## config.mk

```make
export PLATFORM = sky130hd
export DESIGN_NAME = cph_cop_port
export DESIGN_NICKNAME = d
export VERILOG_FILES = /design/src/core/cph_pkg.sv /design/src/core/cph_cop_port.sv /design/src/core/cph_cond_eval.sv
export SDC_FILE = /design/constraint.sdc
export NUM_CORES = 2
export LEC_CHECK = 0
export BUFFER_PORTS_ARGS = -buffer_cell sky130_fd_sc_hd__buf_4
export CORE_MARGIN = 2
export CORE_UTILIZATION = 55
export DETAILED_ROUTE_END_ITERATION = 10
export GPL_TIMING_DRIVEN = 0
export HOLD_SLACK_MARGIN = 0.02
export PLACE_DENSITY_LB_ADDON = 0.15
export SETUP_SLACK_MARGIN = 0.05
export SYNTH_ARGS = -nofsm -noshare
export SYNTH_HDL_FRONTEND = slang
export SYNTH_HIERARCHICAL = 1
export SYNTH_SLANG_ARGS = --single-unit
export TNS_END_PERCENT = 10
```

## constraint.sdc

```tcl
create_clock -name sys_clk_i -period 6.7 [get_ports sys_clk_i]
set_input_delay 0.67 -clock sys_clk_i [delete_from_list [all_inputs] [get_ports sys_clk_i]]
set_output_delay 0.67 -clock sys_clk_i [all_outputs]
set_load 0.02 [all_outputs]
```

## src/core/cph_pkg.sv

```systemverilog
`default_nettype none
package cph_pkg;
   // ---------------------------------------------
   // Register map (byte addresses, low byte)
   // ---------------------------------------------
   localparam logic [7:0]  REG_CTRL    = 8'h00;
   localparam logic [7:0]  REG_INSTR   = 8'h04;
   localparam logic [7:0]  REG_BASE    = 8'h08;
   localparam logic [7:0]  REG_PC      = 8'h0C;
   localparam logic [7:0]  REG_FLAGS   = 8'h10;
   localparam logic [7:0]  REG_XFER    = 8'h14;
   localparam logic [7:0]  REG_STATUS  = 8'h18;
   localparam logic [31:0] RST_WORD    = 32'h0000_0000;
   localparam logic [2:0]  SIZE_WORD   = 3'h2;
   // ---------------------------------------------
   // Field positions
   // ---------------------------------------------
   localparam int CTRL_GO     = 0;
   localparam int CTRL_MODE32 = 1;
   localparam int STB_BUSY    = 0;
   localparam int STB_DONE    = 1;
   localparam int STB_SKIP    = 2;
   localparam int STB_UNDEF   = 3;
   localparam int STB_ADDRX   = 4;
   localparam int STB_ABORT   = 5;
   localparam int STB_NOTCOP  = 6;
   localparam int STB_WORDS   = 8;
   localparam int B_COND      = 28;
   localparam int B_P         = 24;
   localparam int B_U         = 23;
   localparam int B_W         = 21;
   localparam int B_L         = 20;
   localparam int B_BASE      = 16;
   localparam int B_RD        = 12;
   localparam int B_CPN       = 8;
   localparam int B_BIT4      = 4;
   localparam int OFS_SHIFT   = 2;
   // ---------------------------------------------
   // Encodings and constants
   // ---------------------------------------------
   localparam logic [2:0]  CLS_LDST    = 3'h6;
   localparam logic [2:0]  CLS_UNDEF   = 3'h3;
   localparam logic [3:0]  CLS_REGOP   = 4'hE;
   localparam logic [3:0]  PC_REG      = 4'hF;
   localparam logic [3:0]  COP_ONCHIP  = 4'hF;
   localparam logic [31:0] PC_BASE_OFS = 32'h0000_0008;
   localparam logic [31:0] PC_XFER_OFS = 32'h0000_000C;
   localparam logic [31:0] WORD_BYTES  = 32'h0000_0004;
   localparam logic [31:0] ADDR26_MASK = 32'h03FF_FFFF;
   localparam logic [31:0] PC26_MASK   = 32'h03FF_FFFC;
   localparam logic [2:0]  CLAIM_WAIT  = 3'h4;
   localparam logic [2:0]  ABORT_WAIT  = 3'h3;
   typedef enum logic [2:0] {
      S_IDLE, S_OFFER, S_REG, S_XREQ, S_XCHK, S_DONE
   } cph_state_e;
endpackage
`default_nettype wire

```

## src/core/cph_cop_port.sv

```systemverilog
`timescale 1ns/1ps
`default_nettype none
module cph_cop_port
   import cph_pkg::*;
(
   input  wire logic        sys_clk_i,
   input  wire logic        reset_i,
   input  wire logic        hsel_i,
   input  wire logic [31:0] haddr_i,
   input  wire logic [1:0]  htrans_i,
   input  wire logic        hwrite_i,
   input  wire logic [2:0]  hsize_i,
   input  wire logic [31:0] hwdata_i,
   input  wire logic        hready_i,
   output logic [31:0]      hrdata_o,
   output logic             hreadyout_o,
   output logic             hresp_o,
   output logic [31:0]      cop_instr_o,
   output logic             cop_offer_o,
   output logic [31:0]      cop_wdata_o,
   input  wire logic        coprocessor_absent_i,
   input  wire logic        cop_last_i,
   input  wire logic [31:0] cop_rdata_i,
   output logic [31:0]      mem_addr_o,
   output logic             mem_req_o,
   output logic             mem_write_o,
   input  wire logic        mem_abort_i
);
   // ---------------------------------------------
   // Pin synchronisers
   // ---------------------------------------------
   logic        absent_m_q, absent_s_q, last_m_q, last_s_q, abort_m_q, abort_s_q;
   logic [31:0] rdata_m_q, rdata_s_q;
   always_ff @(posedge sys_clk_i) begin
      if (reset_i) begin
         absent_m_q <= 1'b1;
         absent_s_q <= 1'b1;
         last_m_q   <= 1'b0;
         last_s_q   <= 1'b0;
         abort_m_q  <= 1'b0;
         abort_s_q  <= 1'b0;
         rdata_m_q  <= RST_WORD;
         rdata_s_q  <= RST_WORD;
      end else begin
         absent_m_q <= coprocessor_absent_i;
         absent_s_q <= absent_m_q;
         last_m_q   <= cop_last_i;
         last_s_q   <= last_m_q;
         abort_m_q  <= mem_abort_i;
         abort_s_q  <= abort_m_q;
         rdata_m_q  <= cop_rdata_i;
         rdata_s_q  <= rdata_m_q;
      end
   end
   // ---------------------------------------------
   // Programmer state and decode
   // ---------------------------------------------
   cph_state_e  st_q;
   logic [2:0]  cnt_q;
   logic [7:0]  words_q;
   logic [6:0]  stat_q;
   logic [31:0] instr_q, base_q, pc_q, flags_q, xfer_q, addr_q, wdata_q, hrdata_q;
   logic        mode32_q, ph_wr_q;
   logic [7:0]  ph_addr_q;
   logic [31:0] cp15_q [16];
   logic        busy, wr_en, go, cond_pass, is_ldst, is_rt, is_cdp, is_undef;
   logic        cop_op, internal, base_pc, rd_pc, l_bit, w_bit, illegal, mode_now;
   logic        chk_end, base_wb, reg_in, flags_ld, xfer_ld;
   logic [31:0] pc8, base_val, off, mod_addr, first, nxt, mrc_val, mcr_val, rd_mux;
   cph_cond_eval u_cond (
      .cond_i (instr_q[B_COND +: 4]),
      .nzcv_i (flags_q[31:28]),
      .pass_o (cond_pass)
   );
   assign busy     = st_q != S_IDLE;
   assign is_ldst  = instr_q[27:25] == CLS_LDST;
   assign is_rt    = instr_q[27:24] == CLS_REGOP && instr_q[B_BIT4];
   assign is_cdp   = instr_q[27:24] == CLS_REGOP && !instr_q[B_BIT4];
   assign is_undef = instr_q[27:25] == CLS_UNDEF && instr_q[B_BIT4];
   assign cop_op   = is_ldst || is_rt || is_cdp;
   assign internal = is_rt && instr_q[B_CPN +: 4] == COP_ONCHIP;
   assign base_pc  = instr_q[B_BASE +: 4] == PC_REG;
   assign rd_pc    = instr_q[B_RD +: 4] == PC_REG;
   assign l_bit    = instr_q[B_L];
   assign w_bit    = instr_q[B_W];
   // PC base without status bits
   assign pc8      = pc_q + PC_BASE_OFS;
   assign base_val = base_pc ? (mode32_q ? pc8 : pc8 & PC26_MASK) : base_q;
   assign off      = {24'h0, instr_q[7:0]} << OFS_SHIFT;
   assign mod_addr = instr_q[B_U] ? base_val + off : base_val - off;
   assign first    = instr_q[B_P] ? mod_addr : base_val;
   assign illegal  = !mode32_q && first[31:26] != 6'h00;
   assign nxt      = mode32_q ? addr_q + WORD_BYTES
                              : (addr_q + WORD_BYTES) & ADDR26_MASK;
   // Mode written with go applies to the word latched at go
   assign mode_now = go ? hwdata_i[CTRL_MODE32] : mode32_q;
   // Source word for a processor-to-coprocessor move
   always_comb begin
      if (!rd_pc) begin
         mcr_val = xfer_q;
      end else if (mode_now) begin
         mcr_val = pc_q + PC_XFER_OFS;
      end else begin
         mcr_val = {flags_q[31:26], pc_q[25:2], flags_q[1:0]};
      end
   end
   assign mrc_val  = internal ? cp15_q[instr_q[B_BASE +: 4]] : rdata_s_q;
   assign chk_end  = st_q == S_XCHK && cnt_q == ABORT_WAIT - 3'h1;
   assign base_wb  = chk_end && (abort_s_q || last_s_q) && w_bit && !base_pc;
   assign reg_in   = st_q == S_REG && l_bit;
   assign flags_ld = reg_in && rd_pc;
   assign xfer_ld  = reg_in && !rd_pc;
   // ---------------------------------------------
   // AHB-Lite slave, zero wait states
   // ---------------------------------------------
   always_comb begin
      case (haddr_i[7:0])
         REG_CTRL:   rd_mux = {30'h0, mode32_q, 1'b0};
         REG_INSTR:  rd_mux = instr_q;
         REG_BASE:   rd_mux = base_q;
         REG_PC:     rd_mux = pc_q;
         REG_FLAGS:  rd_mux = flags_q;
         REG_XFER:   rd_mux = xfer_q;
         REG_STATUS: rd_mux = {16'h0, words_q, 1'b0, stat_q[6:1], busy};
         default:    rd_mux = RST_WORD;
      endcase
   end
   always_ff @(posedge sys_clk_i) begin
      if (reset_i) begin
         ph_wr_q   <= 1'b0;
         ph_addr_q <= 8'h00;
         hrdata_q  <= RST_WORD;
      end else begin
         ph_wr_q   <= hsel_i && htrans_i[1] && hready_i && hwrite_i && hsize_i == SIZE_WORD;
         ph_addr_q <= haddr_i[7:0];
         if (hsel_i && htrans_i[1] && hready_i && !hwrite_i) begin
            hrdata_q <= rd_mux;
         end
      end
   end
   assign hrdata_o    = hrdata_q;
   assign hreadyout_o = 1'b1;
   assign hresp_o     = 1'b0;
   // Writes while busy are dropped
   assign wr_en = ph_wr_q && !busy;
   assign go    = wr_en && ph_addr_q == REG_CTRL && hwdata_i[CTRL_GO];
   always_ff @(posedge sys_clk_i) begin
      if (reset_i) begin
         mode32_q <= 1'b0;
         instr_q  <= RST_WORD;
         base_q   <= RST_WORD;
         pc_q     <= RST_WORD;
         flags_q  <= RST_WORD;
         xfer_q   <= RST_WORD;
      end else begin
         if (wr_en) begin
            case (ph_addr_q)
               REG_CTRL:  mode32_q <= hwdata_i[CTRL_MODE32];
               REG_INSTR: instr_q  <= hwdata_i;
               REG_BASE:  base_q   <= hwdata_i;
               REG_PC:    pc_q     <= hwdata_i;
               REG_FLAGS: flags_q  <= hwdata_i;
               REG_XFER:  xfer_q   <= hwdata_i;
               default:   ;
            endcase
         end
         if (base_wb) begin
            base_q <= mod_addr;
         end
         if (flags_ld) begin
            flags_q[31:28] <= mrc_val[31:28];
         end
         if (xfer_ld) begin
            xfer_q <= mrc_val;
         end
      end
   end
   // ---------------------------------------------
   // Internal control coprocessor
   // ---------------------------------------------
   always_ff @(posedge sys_clk_i) begin
      if (reset_i) begin
         for (int i = 0; i < 16; i++) begin
            cp15_q[i] <= RST_WORD;
         end
      end else if (st_q == S_REG && internal && !l_bit) begin
         cp15_q[instr_q[B_BASE +: 4]] <= wdata_q;
      end
   end
   // ---------------------------------------------
   // Sequencer
   // ---------------------------------------------
   always_ff @(posedge sys_clk_i) begin
      if (reset_i) begin
         st_q    <= S_IDLE;
         cnt_q   <= 3'h0;
         words_q <= 8'h00;
         stat_q  <= 7'h00;
         addr_q  <= RST_WORD;
         wdata_q <= RST_WORD;
      end else begin
         unique case (st_q)
            S_IDLE: begin
               if (go) begin
                  stat_q  <= 7'h00;
                  words_q <= 8'h00;
                  cnt_q   <= 3'h0;
                  wdata_q <= mcr_val;
                  if (!cond_pass) begin
                     stat_q[STB_SKIP] <= 1'b1;
                     st_q             <= S_DONE;
                  end else if (internal) begin
                     st_q <= S_REG;
                  end else if (cop_op || is_undef) begin
                     st_q <= S_OFFER;
                  end else begin
                     stat_q[STB_NOTCOP] <= 1'b1;
                     st_q               <= S_DONE;
                  end
               end
            end
            S_OFFER: begin
               cnt_q <= cnt_q + 3'h1;
               if (cnt_q == CLAIM_WAIT - 3'h1) begin
                  cnt_q <= 3'h0;
                  if (absent_s_q) begin
                     stat_q[STB_UNDEF] <= 1'b1;
                     st_q              <= S_DONE;
                  end else if (is_ldst && illegal) begin
                     stat_q[STB_ADDRX] <= 1'b1;
                     st_q              <= S_DONE;
                  end else if (is_ldst) begin
                     addr_q <= first;
                     st_q   <= S_XREQ;
                  end else if (is_rt) begin
                     st_q <= S_REG;
                  end else begin
                     st_q <= S_DONE;
                  end
               end
            end
            S_REG: st_q <= S_DONE;
            S_XREQ: st_q <= S_XCHK;
            S_XCHK: begin
               cnt_q <= cnt_q + 3'h1;
               if (chk_end) begin
                  cnt_q <= 3'h0;
                  if (abort_s_q) begin
                     stat_q[STB_ABORT] <= 1'b1;
                     st_q              <= S_DONE;
                  end else begin
                     words_q <= words_q + 8'h01;
                     if (last_s_q) begin
                        st_q <= S_DONE;
                     end else begin
                        addr_q <= nxt;
                        st_q   <= S_XREQ;
                     end
                  end
               end
            end
            S_DONE: begin
               stat_q[STB_DONE] <= 1'b1;
               st_q             <= S_IDLE;
            end
         endcase
      end
   end
   assign cop_instr_o = instr_q;
   assign cop_offer_o = st_q == S_OFFER;
   assign cop_wdata_o = wdata_q;
   assign mem_addr_o  = addr_q;
   assign mem_req_o   = st_q == S_XREQ;
   assign mem_write_o = !l_bit;
endmodule
`default_nettype wire

```

## src/core/cph_cond_eval.sv

```systemverilog
`timescale 1ns/1ps
`default_nettype none
module cph_cond_eval (
   input  wire logic [3:0] cond_i,
   input  wire logic [3:0] nzcv_i,
   output logic            pass_o
);
   logic n, z, c, v;
   assign {n, z, c, v} = nzcv_i;
   always_comb begin
      unique case (cond_i)
         4'h0: pass_o = z;
         4'h1: pass_o = !z;
         4'h2: pass_o = c;
         4'h3: pass_o = !c;
         4'h4: pass_o = n;
         4'h5: pass_o = !n;
         4'h6: pass_o = v;
         4'h7: pass_o = !v;
         4'h8: pass_o = c && !z;
         4'h9: pass_o = !c || z;
         4'hA: pass_o = n == v;
         4'hB: pass_o = n != v;
         4'hC: pass_o = !z && (n == v);
         4'hD: pass_o = z || (n != v);
         4'hE: pass_o = 1'b1;
         4'hF: pass_o = 1'b0;
      endcase
   end
endmodule
`default_nettype wire

```

# Yosys cells after proc, flatten, opt, wreduce, memory -nomap -nowiden
# Memories as Yosys holds them, arrays and structs flattened. A register that Yosys moved wholly into a read port is not among the register bits.
# Index checks and enable logic that the tools add are counted.
[word_totals] reg_bits=356 ram_bits=512 output_inout_bits=133 n_memories=1
[op_classes] add_sub_neg=7 n_eq_ne=53 n_mux=73 reduce_logical=76
[memory_table] name="cp15_q" depth=16 width=32 rd=1 rd_clocked_by_memory_dff=1 write_ports=16 line_no="cph_cop_port.sv:65" text="logic [31:0] cp15_q [16];"
[op_table] operator="$mux W32" n=24
[op_table] operator="$pmux W32 S7" n=1
[op_table] operator="$add A32 B4 Y32 const B" n=2
[op_table] operator="$pmux W32 S2" n=1
[op_table] operator="$eq A4 B4 Y1 const B" n=12
[op_table] operator="$mux W3" n=15
[op_table] operator="$eq A8 B5 Y1 const B" n=5
[op_table] operator="$add A32 B10 Y32" n=1
[op_table] operator="$add A32 B3 Y32 const B" n=1
[op_table] operator="$eq A8 B4 Y1 const B" n=4
[op_table] operator="$reduce_or A32 Y1" n=1
[op_table] operator="$sub A32 B10 Y32" n=1
[op_table] operator="$logic_and A1 B1 Y1" n=25
[op_table] operator="$mux W8" n=3
[op_table] operator="$reduce_and A2 Y1" n=10
[op_table] operator="$reduce_bool A2 Y1" n=10
[op_table] operator="$eq A3 B2 Y1 const B" n=6
[op_table] operator="$pmux W3 S6" n=1
[op_table] operator="$eq A4 B3 Y1 const B" n=4
[op_table] operator="$eq A8 B3 Y1 const B" n=2
[op_table] operator="$logic_not A8 Y1" n=2
[op_table] operator="$mux W1" n=16
[op_table] operator="$mux W4" n=4
[op_table] operator="$pmux W1 S16" n=1
[op_table] operator="26 further kinds" n=57

# Depth between registers and ports, before layout
[depth] depth_word=13 ltp_mapped=21 mapped_depth_nobuf=17

# By module
# Netlist, hierarchy kept.
[by_module_without_submodules] module="cph_cop_port" n_inst=1 cells_each=3767 area_each_um2=42210.5
[by_module_without_submodules] module="cph_cond_eval" n_inst=1 cells_each=23 area_each_um2=155.1

# Worst setup path before layout
# OpenSTA, ideal clock, no wires.
[synth_timing] kind="flip-flop to flip-flop" from="register instr_q[16], in the netlist cop_instr_o[16]" to="register addr_q[10], in the netlist mem_addr_o[10]" setup_time_ns=0.127 arrival_time_ns=4.719 t_required_ns=6.573 setup_slack_ns=1.853 path_stages_with_launch=20 path_buffers=5 path_cell_list="dfxtp_1 -> clkbuf_1 -> nand4_1 -> clkbuf_1 -> clkbuf_1 -> clkbuf_1 -> nand2_1 -> o21ai_0 -> fa_1 -> a21o_1 -> a221o_2 -> a31oi_4 -> o41ai_4 -> or4b_1 -> o221ai_2 -> a21oi_4 -> o31a_4 -> buf_6 -> o311ai_1 -> o21ai_1"
[synth_between] elab_chain_len=10 elab_cells_between_ends=16 cone_classes="2 x add/sub; 2 x eq/ne; 8 x mux; 4 x reduce/logical"
[synth_lines] item="start, declared" line_no="cph_cop_port.sv:62" text="logic [31:0] instr_q, base_q, pc_q, flags_q, xfer_q, addr_q, wdata_q, hrdata_q;"
[synth_lines] item="start signal, assigned" line_no="cph_cop_port.sv:159" text="REG_INSTR: instr_q <= hwdata_i;"
[synth_lines] item="$eq A4 B4 Y1 (*)" line_no="cph_cop_port.sv:82" text="assign base_pc = instr_q[B_BASE +: 4] == PC_REG;"
[synth_lines] item="$mux W32 (*)" line_no="cph_cop_port.sv:88" text="assign base_val = base_pc ? (mode32_q ? pc8 : pc8 & PC26_MASK) : base_q;"
[synth_lines] item="$sub A32 B10 Y32 or $add A32 B10 Y32 (tied branches)" line_no="cph_cop_port.sv:90" text="assign mod_addr = instr_q[B_U] ? base_val + off : base_val - off;"
[synth_lines] item="$mux W32" line_no="cph_cop_port.sv:90"
[synth_lines] item="$mux W32 (*)" line_no="cph_cop_port.sv:91" text="assign first = instr_q[B_P] ? mod_addr : base_val;"
[synth_lines] item="$reduce_bool A6 Y1 or $mux W32 (tied branches)" line_no="cph_cop_port.sv:92, cph_cop_port.sv:232"
[synth_lines] item="$logic_and A1 B1 Y1 or $mux W32 (tied branches)" line_no="cph_cop_port.sv:92, cph_cop_port.sv:229"
[synth_lines] item="$logic_and A1 B1 Y1 or $mux W32 (tied branches)" line_no="cph_cop_port.sv:229, cph_cop_port.sv:226"
[synth_lines] item="$ne A2 B2 Y1 (no line) or $mux W32 (tied branches)"
[synth_lines] item="$reduce_and A8 Y1 (no line) or $pmux W32 S2 (tied branches)"
[synth_lines] item="end signal, assigned" line_no="cph_cop_port.sv:233" text="addr_q <= first;"
[synth_lines] item="end signal, assigned" line_no="cph_cop_port.sv:256" text="addr_q <= nxt;"
[synth_lines] item="end, declared" line_no="cph_cop_port.sv:62"
# Every way passes the cells marked *; elsewhere a longest branch is shown, timed or not. The select of a mux whose other input is x is not followed.
# A chain may end at the register's enable or synchronous reset.

# Worst setup path in the final report
[layout_timing] from="register instr_q[18], in the netlist cop_instr_o[18]" to="register addr_q[5], in the netlist mem_addr_o[5]"
# Same word-level chain as after synthesis.

==> flow_summary.ini <==
[timing]
tightest_slew_ns = 1.44
clock_skew_ns = 0.0342
finalSetupViolations = 0
drv_slew = 0
post-route-min-period_ns = 6.37
layout_setup_ws_ns = 0.329
fin_crit_sh_pct = 95.1
fin_setup_tns_ns = 0
max_freq_mhz = 157
relSlewSlack_pct = 4.03
hold_viol_final = 0
rsz0062_at_grt = no

[job]
drv_cap = 0

[clock_tree]
cts_buffer_depth = 3
clock_latency_ns = 0.67
cts_max_level = 3
cts_buffers = 92
cts_root_buf = clkbuf_16
cts_tree = done
ctsHoldBuffers = 0
clk_pin_slew_ns = 0.07
clkSinkCount = 872

[route]
via_count = 32396
vias_per_cell = 6.21
initialDrtViolationCount = 3887
dr.pass1.iters = 8
drc = 0
postRouteAntennaNets = 0
finalWirelength_mm = 147
detail_route.wl_per_cell_um = 28.2

[pwr]
power.leakage_uw = 0.0172
p_per_area_nw_per_um2 = 241
ir_drop_v = 0.000278

[yosys]
synth_top_family_by_area = simple AND/OR/NAND/NOR gates
synthTopCellsByArea = edfxtp_1 36%, dfxtp_1 17%, mux4_2 8.5%
ys_ff_latch = 872
synth-xor-area-share_pct = 1.94
muxShareOfSynthArea_pct = 12.0
syn_area_per_cell_um2 = 11.2
synth_ff_type = edfxtp_1
async_flop_share_pct = 0
synthAdderAreaFrac_pct = 1.26
syn-cell-area_um2 = 42400
synth_largest_area_cell = edfxtp_1
synth-edff-count = 512
yosys_warnings = 6
syn_inst = 3790
ys_types = 100
synth_top_area_share_pct = 36.3
synth-simple-area-share_pct = 17.9
synth_fp_nets = 3941
ys_seq_area_share_pct = 53.3
synth-compound-area-share_pct = 10.3

[worst_setup_path]
required_ns = 7.22
cp_data_arrival_time_ns = 6.89
endpoint_kind = flop
rrSetupSlack_ns = 0.33
critPathLaunchType = flop
critPathMaxFanout = 10
worstSetupPathType = reg -> reg
reg2reg_depth = 19

[floorplan]
start_util_pct = 55.7
die_h_um = 282
die_area_um2 = 79300
die_w_um = 282
top_level_ports = 242
placementRows = 101
fp.coreArea_um2 = 76100

[global_route]
grt_pass1_vias = 31714
grt_overflow_total = 0
grt_max_degree = 33
grt_usage_pct = 37.0
antenna_found_initial = 0
grt_pass1_wl_mm = 211

[worst_hold_path]
holdPathStages = 2
hp-class = in -> reg

[finish]
diodes = 0
top_register = cp15_q
drive_gt1_share_pct = 16.1
area_growth_pct = 15.1
fin_nets = 4261
largest_reg_flops = 512
fin_cells = 5213

[place]
place_hpwl_mm = 109
pre_cts_slack_ns = 0.0736
gp_congestion = 1.02
portBuffers = 212
place_inst = 5046

[run_status]
outcome = finished, final reports clean
final cells by class:
cell class                      instances  area, um2
Multi-Input combinational cell       2566      18500
Buffer                                320       1270
Tap cell                             1030       1290
Clock buffer                          121       2530
Inverter                               32        120
Timing Repair Buffer                  226       1950
Clock inverter                         46        513
Sequential cell                       872      22600
Fill cell                            6119      27300
critical path, stage by stage, from the launching register on:
cell and delay (ns):
dfxtp_1 0.47, clkbuf_1 0.51, nand4_1 0.47, clkbuf_1 0.42, clkbuf_1 0.31, clkbuf_2 0.33, nand2_1 0.13, o21ai_0 0.18
fa_1 0.52, a21o_1 0.21, a221o_2 0.42, a211oi_2 0.26, o21ai_2 0.20, or4b_4 0.52, o211ai_2 0.13, a31oi_4 0.19
o31a_4 0.42, buf_6 0.16, o311ai_1 0.28, o21ai_1 0.10
synth_stat cells (all sizes together) (5+ instances only):
cell type,instances
o211ai,10
nand3,47
mux2,46
a222oi,17
o31ai,8
or4,6
nand4,27
nor2,232
o21ai,140
and3,22
mux2i,96
mux4,160
a221oi,20
xnor2,47
and2,525
a21oi,232
edfxtp,512
or3,9
nor4b,5
a21o,14
nand2,400
xor2,47
nor4,20
dfxtp,360
nor3b,7
nor3,47
a211oi,68
o221ai,5
buf,51
clkbuf,269
nand2b,9
ha,41
inv,32
a31oi,17
nor2b,80
o221a,10
or2,15
o311ai,19
a22oi,60
worst paths after layout:
| check | from | end |
|---|---|---|
| max | cop_instr_o[18] | mem_addr_o[5] |
| min | hsize_i[2] | ph_wr_q |
| max reg2reg | cop_instr_o[18] | mem_addr_o[5] |
| min reg2reg | absent_m_q | absent_s_q |
cells by family after synthesis:
logic type | count (synthesis)
simple gates | 1463
flops | 872
compound gates | 663
buf+inv | 352
mux | 302
xor+xnor | 94
fa+ha+maj | 42
other cells | 2
stage by stage:
step	cell area [um2]	hold WS, ns	power (uW)	utilization [%]
CTS	48800	0.157	11700	64.1
finish	48800	0.179	11800	64.1
floorplan	42400	0.389	6330	-
detailed placement	45700	0.402	6670	60.1
global placement	45200	0.392	6640	59.5
global route	48800	0.171	12000	64.1
timing repair:
action,in CTS,in global routing
resized for setup,1,9
pin swaps,0,0
setup endpoints to repair,5,35
buffers inserted,0,0
gates cloned,0,0
where the power goes:
part           internal [uW]  leakage [uW]  switching, uW
clock                   2980       0.00147           2210
sequential              5810       0.00820           63.1
combinational            230       0.00753            473
total                   9020        0.0172           2750
layout by cell type (no fill, tap or decap), types with 22 or more instances in the layout:
cell type	count
and2_1	524
edfxtp_1	512
nand2_1	400
dfxtp_1	360
clkbuf_1	282
nor2_1	230
a21oi_1	229
buf_4	216
mux4_2	160
o21ai_0	107
mux2i_1	96
clkbuf_16	94
nor2b_1	80
a211oi_1	66
a22oi_1	60
xor2_1	47
xnor2_1	47
mux2_2	46
nand3_1	45
nor3_1	45
ha_1	41
inv_1	31
nand4_1	26
buf_1	25
o21ai_1	23
and3_1	22
metal layers:
layer / GRT usage (%) / part of all wire [%] / vias to the layer above
li1: - / - / 14376
met1: 44.1 / 35 / 15849
met2: 61.1 / 48 / 1739
met3: 6.51 / 8.6 / 432
met4: 25.7 / 8.0 / 0
met5: 0 / 0 / -
Note: power is estimated with default switching activity, not from simulation.
